[src/hw/stp_regs.svh]
`ifndef STP_REGS_SVH
`define STP_REGS_SVH
`define STP_IR_WIDTH 4
`define STP_IR_RESET 4'h1
`define STP_IR_BYPASS 4'hF
`define STP_IR_IDCODE 4'h1
`define STP_IR_EMUCFG 4'h8
`define STP_EMUCFG_WIDTH 2
`define STP_EMUCFG_RESET 2'h0
`define STP_EMUCFG_A_DIR 0
`define STP_EMUCFG_B_DIR 1
`endif

[src/hw/stp_pkg.sv]
package stp_pkg;
  typedef enum logic [3:0] {
    TEST_LOGIC_RESET = 4'h0,
    RUN_IDLE = 4'h1,
    SELECT_DR = 4'h2,
    CAPTURE_DR = 4'h3,
    SHIFT_DR = 4'h4,
    EXIT1_DR = 4'h5,
    PAUSE_DR = 4'h6,
    EXIT2_DR = 4'h7,
    UPDATE_DR = 4'h8,
    SELECT_IR = 4'h9,
    CAPTURE_IR = 4'hA,
    SHIFT_IR = 4'hB,
    EXIT1_IR = 4'hC,
    PAUSE_IR = 4'hD,
    EXIT2_IR = 4'hE,
    UPDATE_IR = 4'hF
  } stp_tap_state_t;

  typedef struct packed {
    logic testClk;
    logic modeSelect;
    logic dataIn;
    logic testReset;
  } stp_scan_in_t;

  typedef struct packed {
    logic emuAOut;
    logic emuAOutEnN;
    logic emuBOut;
    logic emuBOutEnN;
  } stp_emu_drive_t;
endpackage : stp_pkg

[src/hw/stp_scan_port.sv]
`timescale 1ns/1ps
`include "stp_regs.svh"
module stp_scan_port #(
  parameter logic [31:0] ID_CODE = 32'h0000_1001 // arbitrary value
) (
  // clock and reset
  input wire logic clk_sys,
  input wire logic nrst,
  // scan pins, asynchronous to clk_sys
  input wire stp_pkg::stp_scan_in_t scanIn,
  output logic testDataOut_ff,
  output logic testDataOutEnN_ff,
  // emulation pins
  input wire logic emulationPinAIn,
  input wire logic emulationPinBIn,
  output stp_pkg::stp_emu_drive_t emuDrive_ff,
  // emulator interrupt exchange with the core
  input wire logic coreEmuIrqA,
  input wire logic coreEmuIrqB,
  output logic emuIrqFromA_ff,
  output logic emuIrqFromB_ff,
  // host port outputs from the core
  input wire logic hostReadyCore,
  input wire logic hostIntCore,
  output logic hostPortReadyOut_ff,
  output logic hostPortReadyOutEnN_ff,
  output logic hostInterruptOut_ff,
  output logic hostInterruptOutEnN_ff,
  // global state
  output logic scanControl_ff,
  output logic outputDisable_ff
);
  localparam int IRW = `STP_IR_WIDTH;
  localparam int EW = `STP_EMUCFG_WIDTH;

  // two-flop synchronisers; stage one is read only by stage two
  logic [3:0] syncA_ff, syncB_ff, nxt_syncA, nxt_syncB;
  logic [1:0] emuSyncA_ff, emuSyncB_ff, nxt_emuSyncA, nxt_emuSyncB;
  logic tckPrev_ff, nxt_tckPrev;
  logic tck, tms, tdi, trst, emuA, emuB, tckRise, tckFall;

  always_comb begin
    nxt_syncA = scanIn;
    nxt_syncB = syncA_ff;
    nxt_emuSyncA = {emulationPinAIn, emulationPinBIn};
    nxt_emuSyncB = emuSyncA_ff;
    nxt_tckPrev = tck;
  end

  always_ff @(posedge clk_sys) begin
    if (!nrst) begin
      syncA_ff <= 4'h0;
      syncB_ff <= 4'h0;
      emuSyncA_ff <= 2'h0;
      emuSyncB_ff <= 2'h0;
      tckPrev_ff <= 1'b0;
    end else begin
      syncA_ff <= nxt_syncA;
      syncB_ff <= nxt_syncB;
      emuSyncA_ff <= nxt_emuSyncA;
      emuSyncB_ff <= nxt_emuSyncB;
      tckPrev_ff <= nxt_tckPrev;
    end
  end

  assign tck = syncB_ff[3];
  assign tms = syncB_ff[2];
  assign tdi = syncB_ff[1];
  assign trst = syncB_ff[0];
  assign emuA = emuSyncB_ff[1];
  assign emuB = emuSyncB_ff[0];
  assign tckRise = tck & ~tckPrev_ff;
  assign tckFall = ~tck & tckPrev_ff;

  function automatic stp_pkg::stp_tap_state_t tapNext(
    input stp_pkg::stp_tap_state_t s, input logic m);
    unique case (s)
      stp_pkg::TEST_LOGIC_RESET:
        tapNext = m ? stp_pkg::TEST_LOGIC_RESET : stp_pkg::RUN_IDLE;
      stp_pkg::RUN_IDLE: tapNext = m ? stp_pkg::SELECT_DR : stp_pkg::RUN_IDLE;
      stp_pkg::SELECT_DR:
        tapNext = m ? stp_pkg::SELECT_IR : stp_pkg::CAPTURE_DR;
      stp_pkg::CAPTURE_DR: tapNext = m ? stp_pkg::EXIT1_DR : stp_pkg::SHIFT_DR;
      stp_pkg::SHIFT_DR: tapNext = m ? stp_pkg::EXIT1_DR : stp_pkg::SHIFT_DR;
      stp_pkg::EXIT1_DR: tapNext = m ? stp_pkg::UPDATE_DR : stp_pkg::PAUSE_DR;
      stp_pkg::PAUSE_DR: tapNext = m ? stp_pkg::EXIT2_DR : stp_pkg::PAUSE_DR;
      stp_pkg::EXIT2_DR: tapNext = m ? stp_pkg::UPDATE_DR : stp_pkg::SHIFT_DR;
      stp_pkg::UPDATE_DR: tapNext = m ? stp_pkg::SELECT_DR : stp_pkg::RUN_IDLE;
      stp_pkg::SELECT_IR:
        tapNext = m ? stp_pkg::TEST_LOGIC_RESET : stp_pkg::CAPTURE_IR;
      stp_pkg::CAPTURE_IR: tapNext = m ? stp_pkg::EXIT1_IR : stp_pkg::SHIFT_IR;
      stp_pkg::SHIFT_IR: tapNext = m ? stp_pkg::EXIT1_IR : stp_pkg::SHIFT_IR;
      stp_pkg::EXIT1_IR: tapNext = m ? stp_pkg::UPDATE_IR : stp_pkg::PAUSE_IR;
      stp_pkg::PAUSE_IR: tapNext = m ? stp_pkg::EXIT2_IR : stp_pkg::PAUSE_IR;
      stp_pkg::EXIT2_IR: tapNext = m ? stp_pkg::UPDATE_IR : stp_pkg::SHIFT_IR;
      stp_pkg::UPDATE_IR: tapNext = m ? stp_pkg::SELECT_DR : stp_pkg::RUN_IDLE;
    endcase
  endfunction : tapNext

  // tap state, instruction and data registers
  stp_pkg::stp_tap_state_t tap_ff, nxt_tap;
  logic [IRW-1:0] irShift_ff, nxt_irShift, ir_ff, nxt_ir;
  logic [31:0] drShift_ff, nxt_drShift;
  logic [EW-1:0] emuCfg_ff, nxt_emuCfg;
  logic shiftBit, shiftingNow;

  always_comb begin
    nxt_tap = tap_ff;
    nxt_irShift = irShift_ff;
    nxt_ir = ir_ff;
    nxt_drShift = drShift_ff;
    nxt_emuCfg = emuCfg_ff;
    if (!trst) begin
      // test reset low holds the tap in reset, scan pins ignored
      nxt_tap = stp_pkg::TEST_LOGIC_RESET;
      nxt_ir = `STP_IR_RESET;
      nxt_emuCfg = `STP_EMUCFG_RESET;
    end else if (tckRise) begin
      nxt_tap = tapNext(tap_ff, tms);
      unique case (tap_ff)
        stp_pkg::TEST_LOGIC_RESET: begin
          nxt_ir = `STP_IR_RESET;
          nxt_emuCfg = `STP_EMUCFG_RESET;
        end
        stp_pkg::CAPTURE_IR: nxt_irShift = {{(IRW-2){1'b0}}, 2'b01};
        stp_pkg::SHIFT_IR:
          nxt_irShift = {tdi, irShift_ff[IRW-1:1]};
        stp_pkg::UPDATE_IR: nxt_ir = irShift_ff;
        stp_pkg::CAPTURE_DR: begin
          if (ir_ff == `STP_IR_IDCODE) begin
            nxt_drShift = ID_CODE;
          end else if (ir_ff == `STP_IR_EMUCFG) begin
            nxt_drShift = {{(32-EW){1'b0}}, emuCfg_ff};
          end else begin
            nxt_drShift = 32'h0000_0000;
          end
        end
        stp_pkg::SHIFT_DR: begin
          if (ir_ff == `STP_IR_IDCODE) begin
            nxt_drShift = {tdi, drShift_ff[31:1]};
          end else if (ir_ff == `STP_IR_EMUCFG) begin
            nxt_drShift = {30'h0000_0000, tdi, drShift_ff[1]};
          end else begin
            nxt_drShift = {31'h0000_0000, tdi};
          end
        end
        // pin direction is set through the scan system
        stp_pkg::UPDATE_DR: begin
          if (ir_ff == `STP_IR_EMUCFG) begin
            nxt_emuCfg = drShift_ff[EW-1:0];
          end
        end
        default: begin
        end
      endcase
    end
  end

  always_ff @(posedge clk_sys) begin
    if (!nrst) begin
      tap_ff <= stp_pkg::TEST_LOGIC_RESET;
      irShift_ff <= '0;
      ir_ff <= `STP_IR_RESET;
      drShift_ff <= 32'h0000_0000;
      emuCfg_ff <= `STP_EMUCFG_RESET;
    end else begin
      tap_ff <= nxt_tap;
      irShift_ff <= nxt_irShift;
      ir_ff <= nxt_ir;
      drShift_ff <= nxt_drShift;
      emuCfg_ff <= nxt_emuCfg;
    end
  end

  assign shiftingNow = trst &&
    (tap_ff == stp_pkg::SHIFT_IR || tap_ff == stp_pkg::SHIFT_DR);
  assign shiftBit = (tap_ff == stp_pkg::SHIFT_IR) ? irShift_ff[0]
                                                   : drShift_ff[0];

  // pin outputs; the output enables are active low
  logic nxt_tdo, nxt_tdoEnN, nxt_off, nxt_scanCtl;
  logic nxt_irqA, nxt_irqB, nxt_hrdyEnN, nxt_hintEnN;
  stp_pkg::stp_emu_drive_t nxt_emu;
  logic offNow;

  // uses synchronised pins so a glitch cannot float the whole device
  assign offNow = !trst && emuA && !emuB;

  always_comb begin
    nxt_off = offNow;
    nxt_scanCtl = trst;
    nxt_tdo = testDataOut_ff;
    nxt_tdoEnN = testDataOutEnN_ff;
    if (tckFall) begin
      nxt_tdo = shiftBit;
      nxt_tdoEnN = !shiftingNow;
    end
    if (!trst) begin
      nxt_tdoEnN = 1'b1;
    end
    if (offNow) begin
      nxt_tdoEnN = 1'b1;
    end
    nxt_emu.emuAOut = coreEmuIrqA;
    nxt_emu.emuBOut = coreEmuIrqB;
    nxt_emu.emuAOutEnN = !(trst && emuCfg_ff[`STP_EMUCFG_A_DIR]);
    nxt_emu.emuBOutEnN = !(trst && emuCfg_ff[`STP_EMUCFG_B_DIR]);
    nxt_irqA = trst && !emuCfg_ff[`STP_EMUCFG_A_DIR] && !emuA;
    nxt_irqB = trst && !emuCfg_ff[`STP_EMUCFG_B_DIR] && !emuB;
    nxt_hrdyEnN = offNow;
    nxt_hintEnN = offNow;
  end

  always_ff @(posedge clk_sys) begin
    if (!nrst) begin
      testDataOut_ff <= 1'b0;
      testDataOutEnN_ff <= 1'b1;
      emuDrive_ff <= 4'h5;
      emuIrqFromA_ff <= 1'b0;
      emuIrqFromB_ff <= 1'b0;
      hostPortReadyOut_ff <= 1'b0;
      hostPortReadyOutEnN_ff <= 1'b0;
      hostInterruptOut_ff <= 1'b1;
      hostInterruptOutEnN_ff <= 1'b0;
      scanControl_ff <= 1'b0;
      outputDisable_ff <= 1'b0;
    end else begin
      testDataOut_ff <= nxt_tdo;
      testDataOutEnN_ff <= nxt_tdoEnN;
      emuDrive_ff <= nxt_emu;
      emuIrqFromA_ff <= nxt_irqA;
      emuIrqFromB_ff <= nxt_irqB;
      hostPortReadyOut_ff <= hostReadyCore;
      hostPortReadyOutEnN_ff <= nxt_hrdyEnN;
      hostInterruptOut_ff <= hostIntCore;
      hostInterruptOutEnN_ff <= nxt_hintEnN;
      scanControl_ff <= nxt_scanCtl;
      outputDisable_ff <= nxt_off;
    end
  end
endmodule : stp_scan_port

[config.mk]
export PLATFORM = sky130hd
export DESIGN_NAME = stp_scan_port
export DESIGN_NICKNAME = d
export VERILOG_FILES = /design/src/hw/stp_pkg.sv /design/src/hw/stp_scan_port.sv
export VERILOG_INCLUDE_DIRS = /design/src /design/src/hw
export SDC_FILE = /design/constraint.sdc
export NUM_CORES = 1
export LEC_CHECK = 0
export BUFFER_PORTS_ARGS = -buffer_cell sky130_fd_sc_hd__clkbuf_2
export CAP_MARGIN = 25
export CORE_UTILIZATION = 58
export DETAILED_ROUTE_END_ITERATION = 8
export PLACE_DENSITY = 0.78
export RECOVER_POWER = 100
export SLEW_MARGIN = 5
export SYNTH_ARGS = -nofsm -noshare
export SYNTH_HDL_FRONTEND = slang
export SYNTH_SLANG_ARGS = --single-unit
export TNS_END_PERCENT = 20
[constraint.sdc]
create_clock -name clk_sys -period 2.2 [get_ports clk_sys]
set_input_delay 0 -clock clk_sys [delete_from_list [all_inputs] [get_ports clk_sys]]
set_output_delay 0 -clock clk_sys [all_outputs]
set_load 0.02 [all_outputs]
### Word level (Yosys, flattened, before mapping)

Index checks and enable logic that the tools add are counted.
W data, S select, Z words.

* ROM bits: 0
* register bits after elaboration: 71
* memories kept: 0
* RAM bits: 0
* latch bits: 0

* add/subtract/negate cells: 0
* multipliers: 0
* eq/ne operators: 18
* reductions and logical operators: 32
* divide/modulo/power cells: 0
* mux-type cells: 23
* shift-type cells: 0
* bitwise gates (word level): 6
* order comparisons: 0

Operator list (count)
* $pmux W32 S2: 1
* $pmux W4 S12: 1
* $eq A4 B4 Y1 const B: 9
* $mux W32: 1
* $eq A4 B3 Y1 const B: 4
* $mux W4: 4
* $pmux W4 S2: 2
* $mux W13: 1
* $mux W2: 6
* $logic_and A1 B1 Y1: 9
* $reduce_and A3 Y1: 3
* $eq A4 B1 Y1 const B: 2
* $eq A4 B2 Y1 const B: 2
* $logic_not A1 Y1: 8
* $reduce_bool A2 Y1: 4
* $mux W3: 2
* $reduce_or A3 Y1: 2
* $logic_not A4 Y1: 1
* $mux W1: 4
* $not A1 Y1: 4
* $pmux W2 S2: 1
* $reduce_and A2 Y1: 2
* $reduce_or A2 Y1: 2
* $and A1 B1 Y1: 2
* 2 further kinds: 2

### Logic depth before layout (Yosys ltp)

Gate-level depths: netlist of run 1.

* depth after elaboration: 4
* gate-level depth with buffers: 7

### Worst setup path after synthesis of run 1

No wires, ideal clock.

* path kind: register -> register
* start: register tap_ff[2]
* end: register drShift_ff[0]
* arrival: 1639 ps
* clock period less this slack: 1760 ps
* path buffers: 3
* setup slack: 440 ps
* setup time: 122 ps
* stages on the path, launching flop included: 7
* required time: 2078 ps
* path through: dfxtp_1 > buf_4 > or3b_1 > a211o_1 > buf_6 > buf_6 > o311a_1

* longest elaborated chain between the ends: 3

RTL lines
* start: declaration: RTL line stp_scan_port.sv:101 `stp_pkg::stp_tap_state_t tap_ff, nxt_tap;`
* start signal: assignment: RTL line stp_scan_port.sv:161 `tap_ff <= stp_pkg::TEST_LOGIC_RESET;`
* start signal: assignment: RTL line stp_scan_port.sv:167 `tap_ff <= nxt_tap;`
* $eq A4 B3 Y1 or $eq A4 B2 Y1 (tied branches): RTL line stp_scan_port.sv:120 `unique case (tap_ff)`
* $reduce_bool A2 Y1 (no line)
* $reduce_and A3 Y1 (no line)
* end signal: assignment: RTL line stp_scan_port.sv:170 `drShift_ff <= nxt_drShift;`
* end: declaration: RTL line stp_scan_port.sv:103 `logic [31:0] drShift_ff, nxt_drShift;`

Several ways; a longest one is shown, not always the timed one.
A chain may end at the register's enable or synchronous reset.

### Final worst setup path of run 1

* start: register tap_ff[1]
* end: register drShift_ff[29]

The elaborated chain is that of the path after synthesis.

==> impl_metrics.tcl, run 1 <==
set metrics [dict create \
    hpwl_mm 3.13 \
    layout_min_cycle_time_ps 1950 \
    netlist.top_cell.by_area "dfxtp_1" \
    totalWireLength_mm 5.15 \
    final_cells 373 \
    ys_ff_latch 71 \
    cp.arrival_ps 2220 \
    seq_area_frac_synth_pct 50.9 \
    area_growth_pct 13.9 \
    cts_tree "yes" \
    grt_first_pass_wirelength_mm 8.84 \
    final_area_sq_um 3180 \
    drtIter0Drc 143 \
    ctsLongestPathBuffers 2 \
    coreArea_sq_um 4500 \
    ant_nets 0 \
    cts_resized 0 \
    ys_types 46 \
    skew_ps 9.71 \
    synth_common_cells "dfxtp_1 (71), nor2b_1 (38), a22oi_1 (35), and2_1 (17)" \
    drive_above_1_share_pct 10.3 \
    synthArstFlopShare_pct 0 \
    post-place-ws_ps 325 \
    vdd_drop_max_mv 0.553 \
    htreeDepth 3 \
    leakagePower_nw 1.10 \
    num-fill-cells 359 \
    drv_cap 0 \
    place.gp.congestion 0.858 \
    syn_nets 301 \
    hold_viol 0 \
    cts-root-buf "clkbuf_8" \
    synth_area_leaders "dfxtp_1 (51%), a22oi_1 (9.4%), nor2b_1 (8.5%)" \
    timing.setup.tns_ps 0 \
    pwr_density_cell_nw_per_um2 760 \
    yosysWarnings 0 \
    grt_max_degree 57 \
    die_area_sq_um 5100 \
    synth_area_per_cell_sq_um 9.67 \
    dr.pass1.iters 4 \
    dpl.cell_count 348 \
    wl_per_cell_um 13.8 \
    slew_violations 0 \
    start_kind "register" \
    outcome "completed" \
    io-pin-count 26 \
    fmax_mhz 514 \
    synth-edff-count 0 \
    portBuffers 25 \
    path_max_fanout 29 \
    finalSetupViolCount 0 \
    num_vias 2102 \
    cts_sinks 71 \
    tightest_slew_ps 585 \
    fp-row-count 24 \
    die_x_um 71.4 \
    criticalPathCategory "reg -> reg" \
    grt.total_usage_pct 22.9 \
    rsz0062_at_grt "false" \
    antenna_cells 0 \
    cp.required_ps 2480 \
    critPathCaptureType "register" \
    cts.clk_slew.worst_paths_ps 70 \
    antenna_found_initial 0 \
    drc_errors 0 \
    clk_latency_ps 350 \
    overflow 0 \
    post_drt_via_cell_ratio 5.64 \
    nets 329 \
    setup_ws_ps 255 \
    placed_cell_area_sq_um 2910 \
    timing.final.crit_share_pct 88.4 \
    die_y_um 71.4 \
    hold_class "in -> reg" \
    cts_buffers 9 \
    synth_top_cell_area_share_pct 50.9 \
    synth_ff_type "dfxtp_1" \
    synth.most_common_cell "dfxtp_1" \
    first_global_vias 1966 \
    initial_core_util_pct 62.1 \
    synth_area_sq_um 2800 \
    maxSlewHeadroom_pct 60.5 \
    synth_cells 289 \
]
-- through the flow --
stage	util [%]	hold slack, ps	total power [mW]
after CTS	71.2	140	2.45
final	70.7	151	2.42
after global placement	64.6	185	1.41
after floorplan	-	101	1.39
after detailed placement	64.6	186	1.42
after global routing	70.7	183	2.51
-- layout make-up --
class	count	area, sq um	area share (%)
clock buffers	12	155	4.87
clock inverters	3	42.5	1.34
inverters	5	18.8	0.590
multi-input cells	189	1220	38.3
flip-flops and latches	71	1420	44.7
well taps	52	65.1	2.04
repair buffers	41	262	8.22
-- cell usage in the layout, fill, tap and decap left out, types with 2 or more instances in the layout --
cell type / synthesis / layout
nor2_1: 11 / 11
dfxtp_1: 71 / 71
nor3_1: 4 / 4
and2_1: 17 / 6
o31ai_1: 2 / 2
a22oi_1: 35 / 35
a21oi_1: 9 / 9
or4b_1: 1 / 2
nand3b_1: 2 / 2
o311a_1: 3 / 3
clkbuf_1: 14 / 16
dlygate4sd3_1: 0 / 10
a21boi_0: 1 / 2
clkbuf_2: 0 / 11
nor2b_1: 38 / 38
inv_1: 4 / 4
nand2_1: 14 / 14
nand4_1: 4 / 4
nand2b_1: 6 / 6
nor4b_1: 2 / 2
a211oi_1: 2 / 2
and2_0: 0 / 11
o21ai_0: 8 / 8
mux2i_1: 4 / 4
buf_4: 5 / 4
clkbuf_8: 0 / 11
nand3_1: 7 / 7
-- path summary, 6_finish.rpt --
kind                            from                             end  slack (ps)  cells past startpoint
max reg2reg   tap_ff[1]$_SDFFE_PN0P_     drShift_ff[29]$_SDFFE_PN0P_         250                      5
max           tap_ff[1]$_SDFFE_PN0P_     drShift_ff[29]$_SDFFE_PN0P_         250                      5
min reg2reg  nxt_syncB[2]$_SDFF_PN0_          syncB_ff[2]$_SDFF_PN0_         430                      1
min                             nrst  hostInterruptOut_ff$_SDFF_PN1_         150                      3
-- metal layers --
layer / GRT usage, % / wire length [um] / vias to the layer above / part of all wire [%]
met4: 6.89 / 15 / 0 / 0.29
met3: 8.72 / 339 / 2 / 6.6
li1: - / - / 1075 / -
met2: 35.1 / 2320 / 60 / 45
met1: 30.1 / 2480 / 965 / 48
met5: 0 / 0 / - / 0
-- sequential cells by signal, summed over array words and instances, names as in the netlist, 2 cells and up --
register / cells
drShift_ff: 32
emuCfg_ff: 2
emuDrive_ff: 4
emuSyncA_ff: 2
emuSyncB_ff: 2
irShift_ff: 4
ir_ff: 4
nxt_syncB: 4
syncB_ff: 4
tap_ff: 4
-- power by group --
part           total (mW)  leakage, nW  internal (mW)  switching [mW]
logic              0.0851        0.426         0.0431          0.0420
registers            1.31        0.576           1.30          0.0102
clock network        1.02       0.0985          0.577           0.445
total                2.42         1.10           1.92           0.497
-- worst max-delay path, stage by stage (launching register included) --
cell     delay (ps)
dfxtp_1         480
or4b_1          700
nor3_2          230
buf_12          210
a22oi_1         100
nor2b_1         140
-- kinds of logic after synthesis --
kind of cell           Yosys count  synth area share, %
XOR/XNOR                         1                0.313
flip-flops                      71                 50.9
AND/OR/NAND/NOR                113                 23.6
AO/OA/AOI/OAI                   70                 18.0
multiplexers                     5                 1.84
buffers and inverters           29                 5.42
-- repair_timing --
item                                   CTS  global route
hold buffers                            10             0
endpoints found under the hold margin   10             0
buffers inserted                         0             0
No activity file was read; power rests on OpenSTA's default activity.
==> run 2, diff against run 1 <==
Settings changed: ABC_AREA from default to 1.
==> run 2 against run 1 <==
Effect of this change: sequential share of layout area decreased by 0.50 points; highest routed layer unchanged; combinational power increased by 2.4%; setup slack improved by 240 ps; clock skew decreased by 3.0 ps; sequential power about the same; clock power decreased by 6%; critical path depth increased by 1; hold slack improved by 240 ps.
==> impl_metrics.tcl, run 2 <==
set metrics [dict create \
    leakagePower_nw 1.35 \
    io-pin-count 26 \
    rsz0062_at_grt "false" \
    cp.required_ps 2460 \
    finalSetupViolCount 0 \
    seq_area_frac_synth_pct 50.5 \
    cts_buffers 9 \
    vdd_drop_max_mv 0.465 \
    place.gp.congestion 0.925 \
    fmax_mhz 587 \
    synth_ff_type "dfxtp_1" \
    drtIter0Drc 180 \
    ys_ff_latch 71 \
    num-fill-cells 380 \
    critPathCaptureType "register" \
    route.met2.wl_mm 2.35 \
    netlist.top_cell.by_area "dfxtp_1" \
    post-place-ws_ps 501 \
    synth_common_cells "nand2_1 (110), dfxtp_1 (71), inv_1 (42), a21oi_1 (34), nor2_1 (17)" \
    htreeDepth 3 \
    ys_types 28 \
    grt_first_pass_wirelength_mm 9.54 \
    timing.setup.tns_ps 0 \
    die_x_um 71.6 \
    crit_start "ir_ff[1]$_SDFFE_PN0P_" \
    wl_per_cell_um 11.5 \
    yosysWarnings 0 \
    largest_reg_flops 32 \
    hold_viol 0 \
    area_growth_pct 14.5 \
    tightest_slew_ps 523 \
    cts-root-buf "clkbuf_8" \
    fp-row-count 24 \
    max_stage_delay_ps 320 \
    dpl.cell_count 436 \
    crit_chain "nor2_1, nand3_1, nor3_4, buf_4, nand2_1, a21oi_1" \
    synth.most_common_cell "nand2_1" \
    drive_above_1_share_pct 11.1 \
    top_register "drShift_ff" \
    slew_violations 0 \
    maxSlewHeadroom_pct 65.1 \
    final_cells 465 \
    synth-edff-count 0 \
    ant_nets 0 \
    synth_area_sq_um 2810 \
    cts_tree "yes" \
    dr.pass1.iters 4 \
    multi_input_area_sq_um 1100 \
    cts_sinks 71 \
    drv_cap 0 \
    portBuffers 25 \
    num_vias 2380 \
    cp.arrival_ps 1970 \
    cts.clk_slew.worst_paths_ps 70 \
    most-common-layout-cells "nand2_1 (120), dfxtp_1 (71), inv_1 (43), a21oi_1 (34)" \
    antenna_found_initial 0 \
    timing.final.crit_share_pct 77.5 \
    synthArstFlopShare_pct 0 \
    die_area_sq_um 5130 \
    nets 420 \
    antenna_cells 0 \
    overflow 0 \
    totalWireLength_mm 5.33 \
    cts_resized 0 \
    hold_buffers 13 \
    outcome "completed" \
    seqCellArea_sq_um 1420 \
    r2r-start "ir_ff[1]$_SDFFE_PN0P_" \
    synth_area_leaders "dfxtp_1 (51%), nand2_1 (15%), a21oi_1 (6.0%)" \
    final_common_cell "nand2_1" \
    synth_top_cell_area_share_pct 50.5 \
    cts_setup_buffers 0 \
    initial_core_util_pct 62.4 \
    synth_cells 369 \
    post_drt_via_cell_ratio 5.12 \
    hold_start "hostIntCore" \
    start_kind "register" \
    skew_ps 6.75 \
    first_global_vias 2182 \
    grt_max_degree 31 \
    synth_area_per_cell_sq_um 7.62 \
    drc_errors 0 \
    clk_latency_ps 330 \
    setup_ws_ps 496 \
    path_max_fanout 29 \
    grt.total_usage_pct 23.7 \
    routed.top_layer "met4" \
    coreArea_sq_um 4500 \
    layout_min_cycle_time_ps 1700 \
    hpwl_mm 3.41 \
    syn_nets 381 \
    pwr_density_cell_nw_per_um2 731 \
    hold_class "in -> reg" \
    crit_slowest_cell "dfxtp_1" \
    die_y_um 71.6 \
    met1_length_mm 2.56 \
    criticalPathCategory "reg -> reg" \
    wl_met3_um 346 \
    ctsLongestPathBuffers 2 \
]
run 2: cell count changes after synthesis, moves of 7 or more:
cell / previous run / this run
a21oi_1: 9 / 34
a21oi_2: 0 / 10
a22oi_1: 35 / 0
and2_1: 17 / 0
clkbuf_1: 14 / 7
inv_1: 4 / 42
nand2_1: 14 / 110
nand2_2: 0 / 11
nand3_1: 7 / 14
nor2b_1: 38 / 0
run 2: area by class of cell:
class | count | share of cell area, %
sequential | 71 | 44.2
clock inverter | 2 | 0.428
multi-input combinational | 237 | 34.3
inverter | 46 | 5.36
timing repair buffer | 43 | 8.39
clock buffer | 14 | 5.36
tap | 52 | 2.02
run 2: cells by family after synthesis:
family                 share of synthesized area [%]
and+or+nand+nor                                 25.8
buffers and inverters                           9.25
DFF                                             50.5
AOI/OAI and AO/OA                               14.4
run 2: metal layers:
metal  global-route usage (%)  vias up
met1                     32.6     1049
li1                         -     1243
met3                     4.92        7
met5                        0        -
met2                     36.1       81
met4                     10.5        0
run 2: power breakdown:
group | switching [mW] | leakage [nW] | internal [mW]
Sequential | 0.00709 | 0.576 | 1.30
Clock | 0.453 | 0.0967 | 0.504
Combinational | 0.0527 | 0.674 | 0.0344
run 2: stage by stage:
stage | power, mW | instance area, sq um | hold slack [ps] | utilization [%]
floorplan | 1.38 | 2810 | 97.6 | -
CTS | 2.37 | 3270 | 381 | 72.6
finish | 2.35 | 3220 | 395 | 71.5
global placement | 1.41 | 2950 | 182 | 65.6
detailed placement | 1.41 | 2950 | 184 | 65.6
global route | 2.45 | 3220 | 392 | 71.5
run 2: worst paths after layout:
| kind | to | slack, ps | depth (start not counted) |
|---|---|---|---|
| max | drShift_ff[29]$_SDFFE_PN0P_ | 500 | 6 |
| min | hostInterruptOut_ff$_SDFF_PN1_ | 400 | 3 |
| max reg2reg | drShift_ff[29]$_SDFFE_PN0P_ | 500 | 6 |
| min reg2reg | syncB_ff[3]$_SDFF_PN0_ | 420 | 2 |
run 2: critical path, delay by kind of cell (launching register included):
| family | cells | cell delay, ps |
|---|---|---|
| AND/OR/NAND/NOR | 4 | 870 |
| AO/OA/AOI/OAI | 1 | 130 |
| flip-flops | 1 | 320 |
| buffers and inverters | 1 | 310 |
